File: config.mk
export PLATFORM = sky130hd
export DESIGN_NAME = sar_adc_parallel_readout
export DESIGN_NICKNAME = d
export VERILOG_FILES = /design/src/design/sar_readout_pkg.sv /design/src/design/sar_adc_parallel_readout.sv
export SDC_FILE = /design/constraint.sdc
export NUM_CORES = 1
export LEC_CHECK = 0
export BUFFER_PORTS_ARGS = -buffer_cell sky130_fd_sc_hd__buf_2
export CORE_MARGIN = 4
export CORE_UTILIZATION = 40
export DETAILED_ROUTE_END_ITERATION = 6
export PLACE_DENSITY = 0.64
export SYNTH_ARGS = -nofsm -noshare
export SYNTH_HDL_FRONTEND = slang
export SYNTH_SLANG_ARGS = --single-unit
File: constraint.sdc
create_clock -name sys_clk -period 2.55 [get_ports sys_clk]
set_clock_uncertainty 0.1 [all_clocks]
set_input_delay 0.51 -clock sys_clk [delete_from_list [all_inputs] [get_ports sys_clk]]
set_output_delay 0.51 -clock sys_clk [all_outputs]
set_load 0.03 [all_outputs]
File: src/design/sar_readout_pkg.sv
/*
  constants shared by the parallel readout logic of the sampling converter.
  assumes a 10 mhz system clock.
*/
package sar_readout_pkg;

  // ==========================================================
  // clock and timing
  localparam int CLK_PERIOD_NS       = 100;
  localparam int CONV_MAX_NS         = 8000;
  localparam int PREV_VALID_NS       = 5000;
  localparam int BUSY_LAG_MIN_NS     = 50;
  localparam int START_PULSE_MIN_NS  = 40;

  // longest times round down, least times round up, never below one
  localparam int CONV_MAX_CYC   = (CONV_MAX_NS / CLK_PERIOD_NS < 1) ? 1 :
                                  CONV_MAX_NS / CLK_PERIOD_NS;
  localparam int PREV_VALID_CYC = (PREV_VALID_NS / CLK_PERIOD_NS < 1) ? 1 :
                                  PREV_VALID_NS / CLK_PERIOD_NS;
  localparam int BUSY_LAG_CYC   = (BUSY_LAG_MIN_NS + CLK_PERIOD_NS - 1)
                                  / CLK_PERIOD_NS;
  localparam int START_MIN_CYC  = (START_PULSE_MIN_NS + CLK_PERIOD_NS - 1)
                                  / CLK_PERIOD_NS;
  // latest load cycle: one cycle to reach the bus, then the busy lag
  localparam int LOAD_CYC       = CONV_MAX_CYC - BUSY_LAG_CYC - 2;

  // ==========================================================
  // widths and reset values
  localparam int RESULT_W       = 16;
  localparam int BYTE_W         = 8;
  localparam int FIFO_DEPTH     = 16;
  localparam int CNT_W          = 8;
  localparam logic [15:0] RESULT_RST = 16'h0000;

  typedef enum logic [1:0] {
    ST_IDLE,
    ST_CONVERT,
    ST_SETTLE
  } conv_state_type;

endpackage

File: src/design/sar_adc_parallel_readout.sv
/*
  conversion handshake and parallel result readout of a 16-bit sampling
  converter: start detection, active-low busy flag, result register,
  byte-selectable three-state result bus, and a result fifo between the
  successive-approximation core and the result register.
  assumes the host pins are asynchronous and the core answers each
  conv_start with one word well inside the conversion window.
*/
//
// Contract
// (RULE1) when the result register holds the new word, busy rises and the word is on result_bus.
// (RULE2) the previous result stays readable for at least 5 us after a new start.
// (RULE3) the host does not read from 5 us after a start until busy rises.
// (RULE4) the host should avoid reading during a conversion.
// (RULE5) the host may hold chip select low and use the read/convert strobe alone.
// (RULE6) busy falls as soon as possible after the start condition is seen.
// (RULE7) the new result is valid and busy ends within 8 us of the start.
// (RULE8) busy rises at least 50 ns after the new result is valid.
// (RULE9) the host latches results externally if its bus is busy during conversions.
// (RULE10) both strobes low for 40 ns starts a conversion; starts while busy are ignored.
// (RULE11) the bus is driven only while read/convert is high and chip select low.
// (RULE12) the result reads as one word or as two bytes chosen by byte select.
// (RULE13) the host raises a strobe before busy rises, else a new conversion starts at once.
// (RULE14) the host spaces starts at least 10 us apart.
`timescale 1ns/1ps

// ============================================================
// result fifo
module result_fifo #(
  parameter int WIDTH = 16,
  parameter int DEPTH = 16
) (
  input  wire logic             sys_clk,
  input  wire logic             sys_rst,
  input  wire logic [WIDTH-1:0] in_data,
  input  wire logic             in_valid,
  output logic                  in_ready,
  output logic [WIDTH-1:0]      out_data,
  output logic                  out_valid,
  input  wire logic             out_ready
);
  localparam int AW = $clog2(DEPTH);

  typedef struct packed {
    logic [AW-1:0] wr_ptr;
    logic [AW-1:0] rd_ptr;
    logic [AW:0]   count;
    logic          room;
  } fifo_state_type;

  fifo_state_type   st;
  fifo_state_type   next_st;
  logic [WIDTH-1:0] mem [DEPTH];
  logic             push;
  logic             pop;

  // registered so the ready output leaves a flip-flop
  assign in_ready  = st.room;
  assign out_valid = (st.count != '0);
  assign out_data  = mem[st.rd_ptr];
  assign push      = in_valid && in_ready;
  assign pop       = out_valid && out_ready;

  always_comb begin
    next_st = st;
    if (push) begin
      next_st.wr_ptr = (st.wr_ptr == AW'(DEPTH - 1)) ? '0 : st.wr_ptr + 1'b1;
    end
    if (pop) begin
      next_st.rd_ptr = (st.rd_ptr == AW'(DEPTH - 1)) ? '0 : st.rd_ptr + 1'b1;
    end
    if (push && !pop) begin
      next_st.count = st.count + 1'b1;
    end else if (pop && !push) begin
      next_st.count = st.count - 1'b1;
    end
    next_st.room = (next_st.count != (AW+1)'(DEPTH));
  end

  always_ff @(posedge sys_clk) begin
    if (sys_rst) begin
      st      <= '0;
      st.room <= 1'b1;
    end else begin
      st <= next_st;
    end
  end

  always_ff @(posedge sys_clk) begin
    if (push) begin
      mem[st.wr_ptr] <= in_data;
    end
  end
endmodule // result_fifo

// ============================================================
// top level
module sar_adc_parallel_readout
  import sar_readout_pkg::*;
#(
  parameter int FIFO_W = RESULT_W,
  parameter int FIFO_D = FIFO_DEPTH
) (
  input  wire logic                sys_clk,
  input  wire logic                sys_rst,
  input  wire logic                chip_sel_n,
  input  wire logic                read_conv_n,
  input  wire logic                byte_sel,
  output logic                     busy_n,
  output logic [RESULT_W-1:0]      result_bus,
  output logic                     result_bus_oe,
  output logic                     conv_start,
  input  wire logic [RESULT_W-1:0] core_data,
  input  wire logic                core_valid,
  output logic                     core_ready
);

  typedef struct packed {
    logic [1:0]          cs_sync;
    logic [1:0]          rc_sync;
    logic [1:0]          byte_sync;
    conv_state_type      state;
    logic [CNT_W-1:0]    timer;
    logic [CNT_W-1:0]    low_cnt;
    logic [RESULT_W-1:0] result;
    logic                busy_n;
    logic [RESULT_W-1:0] bus;
    logic                oe;
    logic                start;
  } top_state_type;

  top_state_type       st;
  top_state_type       next_st;
  logic [RESULT_W-1:0] fifo_data;
  logic                fifo_valid;
  logic                fifo_pop;
  logic                cs_low;
  logic                rc_low;

  // ==========================================================
  // core results queue up until the load point
  result_fifo #(
    .WIDTH (FIFO_W),
    .DEPTH (FIFO_D)
  ) u_fifo (
    .sys_clk   (sys_clk),
    .sys_rst   (sys_rst),
    .in_data   (core_data),
    .in_valid  (core_valid),
    .in_ready  (core_ready),
    .out_data  (fifo_data),
    .out_valid (fifo_valid),
    .out_ready (fifo_pop)
  );

  // only the second sync stage is read
  assign cs_low   = !st.cs_sync[1];
  assign rc_low   = !st.rc_sync[1];
  assign fifo_pop = (st.state == ST_CONVERT) && fifo_valid &&
                    (st.timer >= CNT_W'(LOAD_CYC));

  function automatic logic [RESULT_W-1:0] lane_map(
    input logic [RESULT_W-1:0] word,
    input logic                swap);
    lane_map = swap ? {word[BYTE_W-1:0], word[RESULT_W-1:BYTE_W]} : word;
  endfunction

  // ==========================================================
  // control
  always_comb begin
    next_st = st;
    next_st.cs_sync   = {st.cs_sync[0], chip_sel_n};
    next_st.rc_sync   = {st.rc_sync[0], read_conv_n};
    next_st.byte_sync = {st.byte_sync[0], byte_sel};
    next_st.start     = 1'b0;
    // saturates at all ones, where low_cnt + 1 in the start check wraps to zero, below the minimum
    next_st.low_cnt   = !(cs_low && rc_low) ? '0 :
                        (st.low_cnt == '1) ? st.low_cnt : st.low_cnt + 1'b1;
    next_st.timer     = st.timer + 1'b1;
    unique case (st.state)
      ST_IDLE: begin
        // level triggered; commands while busy never reach here [RULE10]
        if (cs_low && rc_low &&
            (st.low_cnt + 1'b1 >= CNT_W'(START_MIN_CYC))) begin
          next_st.state  = ST_CONVERT;
          next_st.busy_n = 1'b0; // [RULE6]
          next_st.start  = 1'b1;
          next_st.timer  = '0;
        end
      end
      ST_CONVERT: begin
        // old result held until the load point, past 5 us [RULE2]
        if (fifo_pop) begin
          next_st.result = fifo_data; // [RULE7]
          next_st.state  = ST_SETTLE;
          next_st.timer  = '0;
        end
      end
      ST_SETTLE: begin
        // one cycle for the word to reach the bus, then the lag [RULE8]
        if (st.timer >= CNT_W'(BUSY_LAG_CYC)) begin
          next_st.busy_n = 1'b1; // [RULE8] [RULE1]
          next_st.state  = ST_IDLE;
        end
      end
    endcase
    // drive only for read/convert high and chip select low [RULE11]
    next_st.oe  = st.rc_sync[1] && cs_low;
    // word or swapped byte lanes [RULE12]
    next_st.bus = lane_map(st.result, st.byte_sync[1]); // [RULE1]
  end

  always_ff @(posedge sys_clk) begin
    if (sys_rst) begin
      st        <= '0;
      st.cs_sync   <= 2'h3;
      st.rc_sync   <= 2'h3;
      st.state     <= ST_IDLE;
      st.result    <= RESULT_RST;
      st.bus       <= RESULT_RST;
      st.busy_n    <= 1'b1;
    end else begin
      st <= next_st;
    end
  end

  assign busy_n        = st.busy_n;
  assign result_bus    = st.bus;
  assign result_bus_oe = st.oe;
  assign conv_start    = st.start;

endmodule // sar_adc_parallel_readout

==> results.cfg <==
[drt]
drt_iter0_drc = 536
ant_nets = 0
routed_via_density = 5.358
wire_per_inst_um = 21.60
drt-total-wl_um = 27470
num_vias = 6816
firstDrtPassIters = 6
drc = 0

[synth]
ys.flop_type = edfxtp_1
postSynth.asyncResetShare_pct = 0
synthesis.nets = 783
syn_area_um2 = 13010
ys_ff_latch = 329
syn_avg_cell_area_um2 = 17.46
syn_inst = 745
ys_warn_count = 0
synth_edf_count = 256
yosysSeqAreaShare_pct = 70.31
synthDistinctLibCells = 56

[timing]
hold_viol = 0
worst_pin_slew_ns = 0.8573
max_freq_ghz = 0.4112
slew_headroom_pct = 42.77
slew_violations = 0
setup_ws_ns = 0.1181
rsz0062_at_grt = false
setup_tns_ns = 0
fin_crit_sh_pct = 95.37
finalSetupViolCount = 0
fin_crit_ns = 2.432

[worst_setup_path]
critPathKind = flop to flop
regToRegStartpoint = u_fifo.st[1]$_SDFF_PP0_
critPathMaxFanout = 20
critPathLaunchType = flop
arrival_ns = 2.68
critPathRequiredTime_ns = 2.80
path_cells = inv_1 > ha_1 > nor4b_1 > nand2b_1 > nand2b_1 > buf_4 > a311oi_1 > a21oi_1 > nor2_1
end_kind = flop
cp-startpoint = u_fifo.st[1]$_SDFF_PP0_
cp_slowest_stage_delay_ns = 0.38
slowest_stage = dfxtp_1
crit_top_cell = nand2b_1

[die]
io_pins = 42
core_um2 = 31800
die_h_um = 188.4
start_util_pct = 40.92
dieArea_um2 = 35480
rows = 65
die_w_um = 188.4

[worst_hold_path]
hold_path_class = primary input to flop
min-delay-start = read_conv_n

[cells_and_area]
drive_gt1_share_pct = 28.11
final_area_um2 = 15030
syn2layout_area_growth_pct = 15.55
multiInputGateArea_um2 = 3572
layout.nets = 850
seq_area_um2 = 9154
fill_cells = 2646

[clock_network]
cts_tree = built
cts.reportedPaths.clkPinSlew_ns = 0.06
ctsHoldBuffers = 0
cts_made_buffers = 34
cts_resized = 0
cts_max_path_buffers = 3
htree_levels = 2
post_cts_buffers = 0
cts.sinks = 329
cts_root_buf = clkbuf_16
clk_latency_ns = 0.50

[place]
pre_cts_ws_ns = 0.1527
placed_area_um2 = 13950
place_hpwl_um = 17080
place_congestion = 0.7749
port_buffers = 41

[grt]
grt_max_degree = 52
grt_pass1_vias = 6722
grt_overflow = 0
antenna_found_initial = 1
grt_pass1_wl_um = 41950
track_usage_pct = 15.56

[outcome]
status = completed

[flow_run]
drv_cap = 0

[pwr]
p_leak_nw = 4.796
p_per_area_nw_per_um2 = 728.9
peakVddDrop_mv = 0.7579
==> synth_stat cells, types with 2 or more instances <==
cell type  instances  area share [%]
edfxtp_1         256              59
mux4_2            75              13
dfxtp_1           73              11
nand2_1           58             1.7
nor2_1            37             1.1
a21oi_1           28             1.1
clkbuf_1          17            0.49
buf_4             16            0.92
ha_1              16             1.5
mux2i_1           16             1.2
nor3_1            15            0.58
inv_1             12            0.35
xor2_1            11            0.74
buf_2             10            0.38
or3_1              9            0.43
a31oi_1            6            0.29
buf_1              6            0.17
nand2b_1           6            0.29
nand3_1            6            0.23
nand4_1            6            0.29
o21ai_0            6            0.23
xnor2_1            6            0.40
mux4_1             5             1.0
or2_2              5            0.24
a211oi_1           4            0.23
nor2b_1            3            0.14
nor3b_1            3            0.17
o22ai_1            3            0.14
a21o_1             2            0.12
buf_12             2            0.31
or4_1              2            0.12
==> layout by cell type, fill, tap and decap left out, drive strengths merged, types with 7 or more instances in the layout <==
cell    count
nand2      58
a21oi      29
mux2i      16
buf        84
xor2       11
clkbuf     41
o21ai       7
nand4       7
inv        13
nor2       37
dfxtp      73
mux4       80
clkinv     14
edfxtp    256
ha         16
nor3       15
or3         9
==> power breakdown <==
part / internal (mW) / switching [mW]
clock: 2.84 / 1.92
combinational: 0.122 / 0.195
sequential: 5.84 / 0.0392
==> layout make-up <==
| type | instances | area share (%) |
|---|---|---|
| well taps | 435 | 3.620 |
| multi-input cells | 351 | 23.76 |
| clock buffers | 41 | 6.042 |
| diodes | 1 | 0.01664 |
| repair buffers | 84 | 4.261 |
| flip-flops and latches | 329 | 60.89 |
| clock inverters | 19 | 1.115 |
| inverters | 12 | 0.2996 |
==> critical path: cells and delay by family (launching register included) <==
family	cells	cell delay, ns
and+or+nand+nor	4	0.91
adders and majority gates	1	0.16
DFF	1	0.38
AOI/OAI and AO/OA	2	0.24
buffers and inverters	2	0.49
==> per-stage QoR <==
step / util [%] / hold WS [ns] / total power, mW / cells
3_3_place_gp: 43.88 / 0.3072 / 6.311 / 1211
6_report: 47.28 / 0.09756 / 10.96 / 1272
3_5_place_dp: 43.88 / 0.3078 / 6.317 / 1211
5_1_grt: 47.27 / 0.07877 / 11.37 / 1271
2_1_floorplan: - / 0.2895 / 6.170 / 745
4_1_cts: 47.26 / 0.07614 / 11.07 / 1271
==> layer usage <==
metal | track usage (%) | wire length, µm | vias to the layer above
met3 | 3.649 | 2107 | 32
met2 | 24.63 | 13070 | 214
met5 | 0 | 13 | -
met4 | 3.335 | 348 | 2
li1 | - | - | 3040
met1 | 22.28 | 11930 | 3528
==> worst paths after layout <==
kind	slack, ns	cells after the start	end
max	0.12	9	u_fifo.st[6]$_SDFFE_PP0P_
min reg2reg	0.32	1	st[56]$_SDFF_PP1_
max reg2reg	0.12	9	u_fifo.st[6]$_SDFFE_PP0P_
min	0.1	2	next_st[56]$_SDFF_PP1_
==> cells by family (layout without fill, tap and decap cells) <==
group           after synthesis  after routing  synth area share, %
compound gates               63             63                3.135
xor+xnor                     17             17                1.144
fa+ha+maj                    16             16                1.539
buf+inv                      65            156                2.827
flops                       329            329                70.31
mux                          96             96                15.22
other cells                   0              1                    0
simple gates                159            159                5.818
==> registers in the layout (all words and copies together), names as in the netlist <==
| name | count |
|---|---|
| u_fifo.mem | 256 |
| st | 37 |
| u_fifo.st | 13 |
| busy_n | 1 |
| u_fifo.in_ready | 1 |
| conv_start | 1 |
| result_bus_oe | 1 |
| next_st | 3 |
| result_bus | 16 |
(Power assumes the default switching activity.)
